==> config.mk <==
export PLATFORM = sky130hd
export DESIGN_NAME = cds_serializer
export DESIGN_NICKNAME = d
export VERILOG_FILES = /design/src/cds_pkg.sv /design/src/cds_serializer.sv /design/src/cds_fifo.sv
export SDC_FILE = /design/constraint.sdc
export NUM_CORES = 1
export LEC_CHECK = 0
export BUFFER_PORTS_ARGS = -buffer_cell sky130_fd_sc_hd__buf_2
export CORE_MARGIN = 10
export CORE_UTILIZATION = 42
export DETAILED_ROUTE_END_ITERATION = 10
export GPL_ROUTABILITY_DRIVEN = 0
export GPL_TIMING_DRIVEN = 1
export PLACE_DENSITY = 0.64
export SYNTH_ARGS = -nofsm -noshare
export SYNTH_HDL_FRONTEND = slang
export SYNTH_HIERARCHICAL = 1
export SYNTH_SLANG_ARGS = --single-unit
==> constraint.sdc <==
create_clock -name clk -period 5.85 [get_ports clk]
set_input_delay 0.8775 -clock clk [delete_from_list [all_inputs] [get_ports clk]]
set_output_delay 0.8775 -clock clk [all_outputs]
set_load 0.005 [all_outputs]
==> src/cds_pkg.sv <==
/*
  Constants and helper functions for the character-to-dot serializer.
  Assumes a single 40 MHz system clock; no software-visible registers.
*/
// Summary of operation
// - Dot counter is 4-bit, reloads 6 on carry, carries every ten dots.
// - Dot counter carry is the end-of-character strobe, counting the symbol counter.
// - Active-low strobe copy loads the dot shifter and strobes the latch.
// - Latch holds the character; strobe captures next and bumps the address.
// - Stored top bit is inverted in the latch; a stored one selects graphics.
// - Parallel-input mux picks graphics when select is low, else ROM dots.
// - Cell is ten dots by fifteen sweeps; generator inputs steady per text row.
// - Block graphics change only at five-sweep band boundaries.
// - Horizontal blanking stops dot shifting and end-of-character strobes.
// - Shift clock out is active low; an active-high copy also exists.
// - Blanking joins video apart from composite sync, which passes regardless.
// - Display path runs from the system clock alone, no bus transactions.
// - Sweep counter counts sweeps and resets on every fifteenth sweep.
package cds_pkg;

  localparam int unsigned CLK_PERIOD_NS = 25;
  localparam int unsigned DOT_CNT_W     = 4;
  localparam int unsigned CELL_DOTS     = 10;
  localparam int unsigned CELL_SWEEPS   = 15;
  localparam int unsigned BAND_SWEEPS   = 5;
  localparam int unsigned CHAR_W        = 8;
  localparam int unsigned SWEEP_W       = 4;
  localparam int unsigned FIFO_DEPTH    = 16;

  localparam logic [3:0] DOT_RELOAD = 4'h6;
  localparam logic [3:0] DOT_LAST   = 4'hf;
  localparam logic [3:0] SWEEP_LAST = 4'he;
  localparam logic [3:0] SWEEP_RST  = 4'h0;
  localparam logic [4:0] BAND_EDGE1 = 5'h05;
  localparam logic [4:0] BAND_EDGE2 = 5'h0a;
  // space code with the top bit already inverted: ROM path
  localparam logic [7:0] CHAR_EMPTY = 8'ha0;

  // band of the cell (0..2) for a sweep number
  function automatic logic [1:0] cds_band(input logic [3:0] sweep);
    logic [4:0] sw;
    sw = {1'b0, sweep};
    if (sw < BAND_EDGE1)
      cds_band = 2'h0;
    else if (sw < BAND_EDGE2)
      cds_band = 2'h1;
    else
      cds_band = 2'h2;
  endfunction

  // block-graphics row: two halves, each lit by one code bit per band
  function automatic logic [CELL_DOTS-1:0] cds_gfx_row(
    input logic [5:0] code,
    input logic [1:0] band
  );
    logic l;
    logic r;
    l = code[{band, 1'b0}];
    r = code[{band, 1'b1}];
    cds_gfx_row = {{(CELL_DOTS/2){l}}, {(CELL_DOTS/2){r}}};
  endfunction

endpackage

==> src/cds_serializer.sv <==
/*
  Character-to-dot video path: dot counter, character latch, graphics and
  ROM mux, dot shifter, sweep and symbol counters, memory prefetch FIFO.
  Assumes a synchronous display RAM with one cycle read latency, an
  asynchronous character ROM, and blanking/sync levels from pins.
*/
`timescale 1ns/100ps
module cds_serializer
  import cds_pkg::*;
#(
  parameter int unsigned ADDR_W = 10,
  parameter int unsigned CHARS  = 64,
  parameter int unsigned SYM_W  = 7,
  parameter int unsigned DEPTH  = FIFO_DEPTH
) (
  input  wire logic                 clk,
  input  wire logic                 nrst,
  input  wire logic                 hblank_pin,
  input  wire logic                 vblank_pin,
  input  wire logic                 csync_pin,
  output logic [ADDR_W-1:0]         mem_addr,
  output logic                      mem_rd,
  input  wire logic [CHAR_W-1:0]    mem_rdata,
  output logic [CHAR_W+SWEEP_W-2:0] rom_addr,
  input  wire logic [CELL_DOTS-1:0] rom_data,
  output logic [ADDR_W-1:0]         disp_addr,
  output logic                      eoc,
  output logic                      eoc_n,
  output logic [SYM_W-1:0]          sym_pos,
  output logic [SWEEP_W-1:0]        sweep,
  output logic                      dot_clk,
  output logic                      shift_clk_n,
  output logic                      gfx_sel_n,
  output logic                      video,
  output logic                      blank_out,
  output logic                      sync_out
);

  if (CHARS < 1 || CHARS > (1 << SYM_W) || CHARS >= (1 << ADDR_W))
    $error("cds_serializer: CHARS does not fit SYM_W or ADDR_W");
  if (DEPTH < 2)
    $error("cds_serializer: DEPTH must be at least 2");

  typedef struct packed {
    logic [1:0]           hb_sync;
    logic [1:0]           vb_sync;
    logic [1:0]           cs_sync;
    logic                 hb_d;
    logic [3:0]           dot_cnt;
    logic                 dot_clk;
    logic                 shift_clk_n;
    logic                 eoc;
    logic                 eoc_n;
    logic [SYM_W-1:0]     sym_pos;
    logic [3:0]           sweep;
    logic [ADDR_W-1:0]    row_base;
    logic [ADDR_W-1:0]    fetch_addr;
    logic [ADDR_W-1:0]    disp_addr;
    logic [ADDR_W-1:0]    mem_addr;
    logic                 mem_rd;
    logic                 pend;
    logic [CHAR_W-1:0]    latch;
    logic [CELL_DOTS-1:0] shreg;
    logic                 video;
    logic                 blank_out;
    logic                 sync_out;
  } cds_state_t;

  cds_state_t         s;
  cds_state_t         next_s;

  logic               hb;
  logic               vb;
  logic               blank_rise;
  logic               blank_fall;
  logic               dot_en;
  logic               ev_eoc;
  logic               flush;
  logic               issue;
  logic [ADDR_W-1:0]  nb;
  logic [ADDR_W-1:0]  fetched;
  logic [1:0]         band;
  logic [CELL_DOTS-1:0] gfx_dots;
  logic [CELL_DOTS-1:0] par_dots;

  logic               fifo_in_ready;
  logic               fifo_out_valid;
  logic [CHAR_W-1:0]  fifo_out_data;

  // prefetch buffer between display memory and the character latch;
  // drained one word per end-of-character, so it stalls during blanking
  cds_fifo #(
    .W     (CHAR_W),
    .DEPTH (DEPTH)
  ) u_fifo (
    .clk       (clk),
    .nrst      (nrst),
    .flush     (flush),
    .in_valid  (s.pend),
    .in_ready  (fifo_in_ready),
    .in_data   (mem_rdata),
    .out_valid (fifo_out_valid),
    .out_ready (ev_eoc),
    .out_data  (fifo_out_data)
  );

  // synchronised pin levels and edges of horizontal blanking
  always_comb begin
    hb         = s.hb_sync[1];
    vb         = s.vb_sync[1];
    blank_rise = hb & ~s.hb_d;
    blank_fall = ~hb & s.hb_d;
  end

  // dot enable is gated off by horizontal blanking; carry is the strobe;
  // the reload cycle at blank end never carries, even from a stuck 15
  always_comb begin
    dot_en = ~hb;
    ev_eoc = dot_en && !blank_fall && (s.dot_cnt == DOT_LAST);
  end

  // generator inputs come only from the latch and the sweep count
  always_comb begin
    band     = cds_band(s.sweep);
    gfx_dots = cds_gfx_row(s.latch[5:0], band);
    // low select picks graphics, high picks ROM dots
    par_dots = s.latch[CHAR_W-1] ? rom_data : gfx_dots;
  end

  // row base for the coming sweep, and fetch progress along the sweep
  always_comb begin
    nb = s.row_base;
    if (vb)
      nb = '0;
    else if (blank_rise && s.sweep == SWEEP_LAST)
      nb = s.row_base + ADDR_W'(CHARS);
    fetched = s.fetch_addr - s.row_base;
    flush   = blank_rise | vb;
    // one read outstanding at a time; stall while the buffer is full
    issue   = ~flush & fifo_in_ready & ~s.mem_rd & ~s.pend
              & (fetched < ADDR_W'(CHARS));
  end

  // next-state logic for the whole path
  always_comb begin
    next_s = s;

    // two-flop synchronisers, first stage feeds only the second
    next_s.hb_sync = {s.hb_sync[0], hblank_pin};
    next_s.vb_sync = {s.vb_sync[0], vblank_pin};
    next_s.cs_sync = {s.cs_sync[0], csync_pin};
    next_s.hb_d    = hb;

    // dot counter: count dots, preload on carry for a ten-dot cycle
    if (blank_fall)
      next_s.dot_cnt = DOT_RELOAD;
    else if (ev_eoc)
      next_s.dot_cnt = DOT_RELOAD;
    else if (dot_en)
      next_s.dot_cnt = s.dot_cnt + 4'h1;

    // shift clock pins: active-low and active-high copies
    next_s.dot_clk     = dot_en;
    next_s.shift_clk_n = ~dot_en;
    next_s.eoc         = ev_eoc;
    next_s.eoc_n       = ~ev_eoc;

    // symbol counter counts strobes along the sweep
    if (blank_fall)
      next_s.sym_pos = '0;
    else if (ev_eoc)
      next_s.sym_pos = s.sym_pos + 1'b1;

    // sweep counter: one count per sweep, wraps after fifteen
    if (vb)
      next_s.sweep = SWEEP_RST;
    else if (blank_rise) begin
      if (s.sweep == SWEEP_LAST)
        next_s.sweep = SWEEP_RST;
      else
        next_s.sweep = s.sweep + 4'h1;
    end
    next_s.row_base = nb;

    // memory fetch restarts at the row base every sweep, so the same
    // characters feed the generators for all sweeps of a text row
    next_s.pend   = s.mem_rd & ~flush;
    next_s.mem_rd = issue;
    if (flush) begin
      next_s.fetch_addr = nb;
    end else if (issue) begin
      next_s.mem_addr   = s.fetch_addr;
      next_s.fetch_addr = s.fetch_addr + 1'b1;
    end

    // character latch: strobe captures the next character
    if (flush) begin
      next_s.disp_addr = nb;
    end else if (!next_s.eoc_n) begin
      next_s.disp_addr = s.disp_addr + 1'b1;
      if (fifo_out_valid)
        next_s.latch = {~fifo_out_data[CHAR_W-1],
                        fifo_out_data[CHAR_W-2:0]};
      else
        next_s.latch = CHAR_EMPTY;                  // underrun: blank cell
    end

    // dot shifter: parallel load on strobe, else shift while enabled
    if (!next_s.eoc_n)
      next_s.shreg = par_dots;
    else if (dot_en)
      next_s.shreg = {s.shreg[CELL_DOTS-2:0], 1'b0};

    // blanking into video, sync on its own path
    next_s.blank_out = hb | vb;
    next_s.video     = s.shreg[CELL_DOTS-1] & ~(hb | vb);
    next_s.sync_out  = s.cs_sync[1];
  end

  // the one state register
  always_ff @(posedge clk) begin
    if (!nrst) begin
      s             <= '0;
      s.hb_sync     <= 2'h3;                        // start blanked: no
      s.vb_sync     <= 2'h3;                        // false edge or dots
      s.hb_d        <= 1'b1;                        // after release
      s.dot_cnt     <= DOT_RELOAD;
      s.eoc_n       <= 1'b1;
      s.shift_clk_n <= 1'b1;
      s.latch       <= CHAR_EMPTY;
      s.sweep       <= SWEEP_RST;
    end else begin
      s <= next_s;
    end
  end

  // outputs straight from state bits
  assign mem_addr    = s.mem_addr;
  assign mem_rd      = s.mem_rd;
  assign rom_addr    = {s.latch[CHAR_W-2:0], s.sweep};
  assign disp_addr   = s.disp_addr;
  assign eoc         = s.eoc;
  assign eoc_n       = s.eoc_n;
  assign sym_pos     = s.sym_pos;
  assign sweep       = s.sweep;
  assign dot_clk     = s.dot_clk;
  assign shift_clk_n = s.shift_clk_n;
  assign gfx_sel_n   = s.latch[CHAR_W-1];
  assign video       = s.video;
  assign blank_out   = s.blank_out;
  assign sync_out    = s.sync_out;

endmodule

==> src/cds_fifo.sv <==
/*
  Parameterised synchronous FIFO with valid/ready on both sides and flush.
  Assumes one clock, synchronous active-low reset.
*/
`timescale 1ns/100ps
module cds_fifo #(
  parameter int unsigned W     = 8,
  parameter int unsigned DEPTH = 16
) (
  input  wire logic         clk,
  input  wire logic         nrst,
  input  wire logic         flush,
  input  wire logic         in_valid,
  output logic              in_ready,
  input  wire logic [W-1:0] in_data,
  output logic              out_valid,
  input  wire logic         out_ready,
  output logic [W-1:0]      out_data
);
  localparam int unsigned AW = $clog2(DEPTH);

  if (DEPTH < 2 || (DEPTH & (DEPTH - 1)) != 0 || W < 1)
    $error("cds_fifo: DEPTH must be a power of two >= 2");

  typedef struct packed {
    logic [DEPTH-1:0][W-1:0] mem;
    logic [AW-1:0]           wr;
    logic [AW-1:0]           rd;
    logic [AW:0]             cnt;
  } cds_fifo_t;

  cds_fifo_t s;
  cds_fifo_t next_s;
  logic      push;
  logic      pop;

  // honest flags from the occupancy count
  assign in_ready  = (s.cnt != (AW+1)'(DEPTH));
  assign out_valid = (s.cnt != '0);
  assign out_data  = s.mem[s.rd];
  assign push      = in_valid & in_ready;
  assign pop       = out_valid & out_ready;

  // pointer and count update; flush drops everything
  always_comb begin
    next_s = s;
    if (push) begin
      next_s.mem[s.wr] = in_data;
      next_s.wr        = s.wr + 1'b1;
    end
    if (pop)
      next_s.rd = s.rd + 1'b1;
    next_s.cnt = s.cnt + (AW+1)'(push) - (AW+1)'(pop);
    if (flush) begin
      next_s.wr  = '0;
      next_s.rd  = '0;
      next_s.cnt = '0;
    end
  end

  // state register
  always_ff @(posedge clk) begin
    if (!nrst) begin
      s <= '0;
    end else begin
      s <= next_s;
    end
  end

endmodule

Word-level counts from Yosys, hierarchy flattened
Index checks and enable logic that the tools add are counted.
{"block": "op_classes", "add_sub_neg": 11, "n_lt_le_gt_ge": 8, "n_eq_ne": 4, "n_mux": 22, "bitwise_logic": 21, "n_reduce_logical": 14}
{"op": "$bwmux W128", "n": 1}
{"op": "$mux W10", "n": 9}
{"op": "$bmux W8 S4", "n": 1}
{"op": "$demux W8 S4", "n": 1}
{"op": "$mux W8", "n": 3}
{"op": "$add A10 B1 Y10 const B", "n": 2}
{"op": "$add A4 B1 Y4 const B", "n": 4}
{"op": "$add A10 B7 Y10 const B", "n": 1}
{"op": "$and A1 B1 Y1", "n": 10}
{"op": "$lt A10 B7 Y1 const B", "n": 1}
{"op": "$lt A4 B5 Y1 const B", "n": 2}
{"op": "$sub A10 B10 Y10", "n": 1}
{"op": "$not A1 Y1", "n": 9}
{"op": "$eq A4 B4 Y1 const B", "n": 2}
{"op": "$lt A3 B4 Y1 const B", "n": 2}
{"op": "$add A7 B1 Y7 const B", "n": 1}
{"op": "$reduce_or A2 Y1", "n": 3}
{"op": "$add A5 B1 Y5", "n": 1}
{"op": "$ne A5 B5 Y1 const B", "n": 1}
{"op": "$reduce_bool A5 Y1", "n": 1}
{"op": "$sub A5 B1 Y5", "n": 1}
{"op": "$bmux W1 S2", "n": 2}
{"op": "$ge A4 B1 Y1 const B", "n": 1}
{"op": "$logic_and A1 B1 Y1", "n": 4}
{"op": "11 further kinds", "n": 16}
{"block": "totals", "register_bits": 229, "output_inout_bits": 51, "elab_cells": 120}

Logic depth before layout (Yosys ltp)
{"block": "logic_depth", "ltp_word": 10, "mapped_depth": 15}

Cells and area by module
The synthesis kept the hierarchy.
{"module": "cds_fifo", "instances": 1, "cells_each": 592, "area_per_inst_um2": 6723.9, "seq_area_each_um2": 2822.7}
{"module": "cds_serializer", "instances": 1, "cells_each": 514, "area_per_inst_um2": 4476.8, "seq_area_each_um2": 1761.7}

Least setup slack after synthesis
No wires, ideal clock.
{"block": "synth_timing", "kind": "reg-to-reg", "start": "register s[78] (netlist name)", "end": "register u_fifo/s[4] in the netlist's numbering", "setup_time_ns": 0.070, "arrival_time_ns": 2.976, "t_required_ns": 5.780, "path_slack_ns": 2.804, "stages_incl_launch_ff": 16, "path_buffers": 1, "period_less_slack_ns": 3.046, "path_cell_list": "dfxtp_1 -> ha_1 -> nor2b_1 -> nand4_1 -> clkinv_1 -> buf_1 -> nand2_1 -> inv_1 -> ha_1 -> inv_1 -> ha_1 -> fa_1 -> a21oi_1 -> nor2_1 -> or3_1 -> a21oi_1"}
{"element": "end signal: assignment", "line_no": "cds_fifo.sv:66", "text": "s <= next_s;"}
{"element": "end: declaration", "line_no": "cds_fifo.sv:32", "text": "cds_fifo_t s;"}

Worst setup path in the final report
{"block": "layout_timing", "start": "register u_fifo/s[3] in the netlist's numbering", "end": "register u_fifo/s[4] in the netlist's numbering"}
{"block": "layout_between", "elab_cells_between_ends": 6}
{"element": "$reduce_bool A5 Y1", "line_no": "cds_fifo.sv:39", "text": "assign out_valid = (s.cnt != '0);"}
{"element": "named net fifo_out_valid", "line_no": "cds_serializer.sv:87", "text": "logic fifo_out_valid;"}
{"element": "$and A1 B1 Y1", "line_no": "cds_fifo.sv:42", "text": "assign pop = out_valid & out_ready;"}
{"element": "named net u_fifo.pop", "line_no": "cds_fifo.sv:35", "text": "logic pop;"}
{"element": "$sub A5 B1 Y5", "line_no": "cds_fifo.sv:53", "text": "next_s.cnt = s.cnt + (AW+1)'(push) - (AW+1)'(pop);"}
The timed path passes the listed nets, and every way through them passes these cells.
A chain may end at the register's enable or synchronous reset.

==> results.json <==
{
  "worstPathArrival_ns": 3.65,
  "diodes": 0,
  "rows": 59,
  "postSynthAreaPerCell_um2": 10.1,
  "cp_max_fo": 12,
  "grt_max_degree": 94,
  "rsz0062_at_grt": "no",
  "maxSlewViolCount": 0,
  "port_buffers": 73,
  "drcViolationCount": 0,
  "cp_slowest_cell": "or4b_2",
  "final.setup.tns_ns": 0,
  "insertion_delay_ns": 0.55,
  "finalCriticalPeriod_ns": 3.20,
  "start_util_pct": 42.9,
  "cts-htree-levels": 1,
  "hold_violations": 0,
  "finalClockSkew_ns": 0.0253,
  "postCtsHoldBufs": 0,
  "synth-seq-area-share_pct": 40.9,
  "status": "completed",
  "grt.busiest_layer": "met2",
  "cap_viol_max_count": 0,
  "mostFrequentLayoutCell": "dfxtp_1",
  "fin_nets": 1159,
  "synth_fp_nets": 1154,
  "power_density_nw_per_um2": 273,
  "use_met3_pct": 2.85,
  "drt_first_pass_iters": 5,
  "critPathCaptureType": "flip-flop",
  "vias_per_cell": 5.29,
  "final_core_util_pct": 47.3,
  "final_antenna_net_count": 0,
  "worstPathRequired_ns": 6.30,
  "synth_warnings": 6,
  "layout-drive-gt1-share_pct": 18.0,
  "syn_area_um2": 11200,
  "critPathLaunchType": "flip-flop",
  "cts.repair.resized": 0,
  "clock-sinks": 229,
  "relSlewSlack_pct": 39.1,
  "synth_top_flop_cell": "dfxtp_1",
  "tightestPinTransition_ns": 0.909,
  "use_met2_pct": 23.4,
  "grt_usage_pct": 14.9,
  "vias": 7750,
  "period_share_pct": 54.6,
  "hold_path_class": "flip-flop to flip-flop",
  "grt_use_met1_pct": 20.6,
  "slowest_delay_ns": 0.75,
  "antenna_found_initial": 0,
  "drt-wirelength-per-cell_um": 17.4,
  "setup_viol": 0,
  "core_um2": 26100,
  "die_w_um": 183,
  "die_area_um2": 33600,
  "r2r_cells": 13,
  "criticalPathCategory": "flip-flop to flip-flop",
  "grt_pass1_vias": 7714,
  "overflow": 0,
  "ys_seq_elements": 229,
  "ir_drop_uv": 183,
  "syn_inst": 1106,
  "layout_common_cells": "227 x dfxtp_1, 146 x nor2b_1, 146 x mux2i_1",
  "path_cells": "inv_1 -> ha_1 -> or4b_2 -> nand2_1 -> inv_1 -> ha_1 -> inv_1 -> ha_1 -> fa_1 -> a21oi_1 -> nor2_1 -> or3_1 -> a21oi_1",
  "fmax_ghz": 0.313,
  "clockBufferDepth": 3,
  "path_clk_slew_ns": 0.06,
  "synth_cell_type_count": 78,
  "min_delay_path_depth": 1,
  "cts_tree": "done",
  "clockRootBuffer": "clkbuf_16",
  "finalWirelength_um": 25600,
  "synth_edf_count": 0,
  "cts_buffers": 28,
  "async_flop_share_pct": 0,
  "p_leak_nw": 4.55,
  "ios": 74,
  "cts_setup_buffers": 0,
  "r2r_slack_ns": 2.65,
  "hpwl_um": 16800,
  "syn2layout_area_growth_pct": 10.5,
  "die_h_um": 183,
  "grt_pass1_wl_um": 41900,
  "first_iter_violations": 486
}
[metrics by stage]
stage / power, mW / area [um2] / cells / hold WS [ns] / setup WS (ns)
floorplan: 1.66 / 11200 / 1106 / 0.386 / 2.80
global placement: 1.68 / 11400 / 1416 / 0.398 / 2.68
detailed placement: 1.69 / 11400 / 1416 / 0.409 / 2.67
CTS: 3.42 / 12400 / 1466 / 0.427 / 2.66
global route: 3.49 / 12400 / 1466 / 0.449 / 2.43
finish: 3.38 / 12400 / 1466 / 0.425 / 2.65
[routing by layer]
layer,vias to the layer above,share of wire (%)
met3,39,5.8
met4,0,1.8
met1,3705,48
met5,-,0
li1,3840,-
met2,166,44
[path summary, 6_finish.rpt]
| kind | start | to |
|---|---|---|
| worst min-delay path | next_s[88] | hb |
| worst max register to register | u_fifo/s[3] | u_fifo/s[4] |
| worst max-delay path | u_fifo/s[3] | u_fifo/s[4] |
| worst min register to register | next_s[88] | hb |
[sequential cells by signal (all words and copies together) (netlist names)]
register     flops
mem_rd           1
hb               1
shift_clk_n      1
sym_pos          7
sync_out         1
disp_addr       10
next_s           4
eoc              1
eoc_n            1
mem_addr        10
video            1
gfx_sel_n        1
u_fifo/s       141
dot_clk          1
rom_addr         7
s               36
blank_out        1
sweep            4
[kinds of logic (layout without fill, tap and decap cells)]
family / Yosys count / after routing / synth area share [%]
mux: 178 / 178 / 19.5
fa+ha+maj: 25 / 25 / 2.86
buf+inv: 136 / 161 / 6.80
xor+xnor: 23 / 23 / 1.87
compound gates: 145 / 145 / 8.70
flops: 229 / 229 / 40.9
simple gates: 370 / 370 / 19.4
[cell usage after synthesis (all sizes together), types with 26 or more instances]
cell type / number / area [um2]
clkbuf: 39 / 161
nor2: 58 / 218
nor2b: 146 / 913
mux4: 32 / 721
nand2: 61 / 231
buf: 71 / 503
a21oi: 38 / 205
mux2i: 146 / 1460
nand3: 26 / 130
o21ai: 31 / 155
dfxtp: 229 / 4580
[worst max-delay path: cells and delay by family, from the launching register on]
kind                     cells  cell delay [ns]
flip-flops                   1             0.32
buffers and inverters        3             0.16
AND/OR/NAND/NOR              4             1.34
adder cells (fa/ha/maj)      4             1.01
AO/OA/AOI/OAI                2             0.28
[cell type report]
class	count	area, um2
Clock buffer	40	816
Timing Repair Buffer	85	458
Clock inverter	10	120
Sequential cell	229	4590
Fill cell	2466	13800
Inverter	26	97.6
Tap cell	335	419
Multi-Input combinational cell	741	5880
[power breakdown]
group          switching [mW]  internal, mW  leakage [nW]
clock network           0.676          1.05         0.457
logic                  0.0498        0.0324          2.25
registers             0.00396          1.56          1.85
Power figures use the tool's default switching activity.
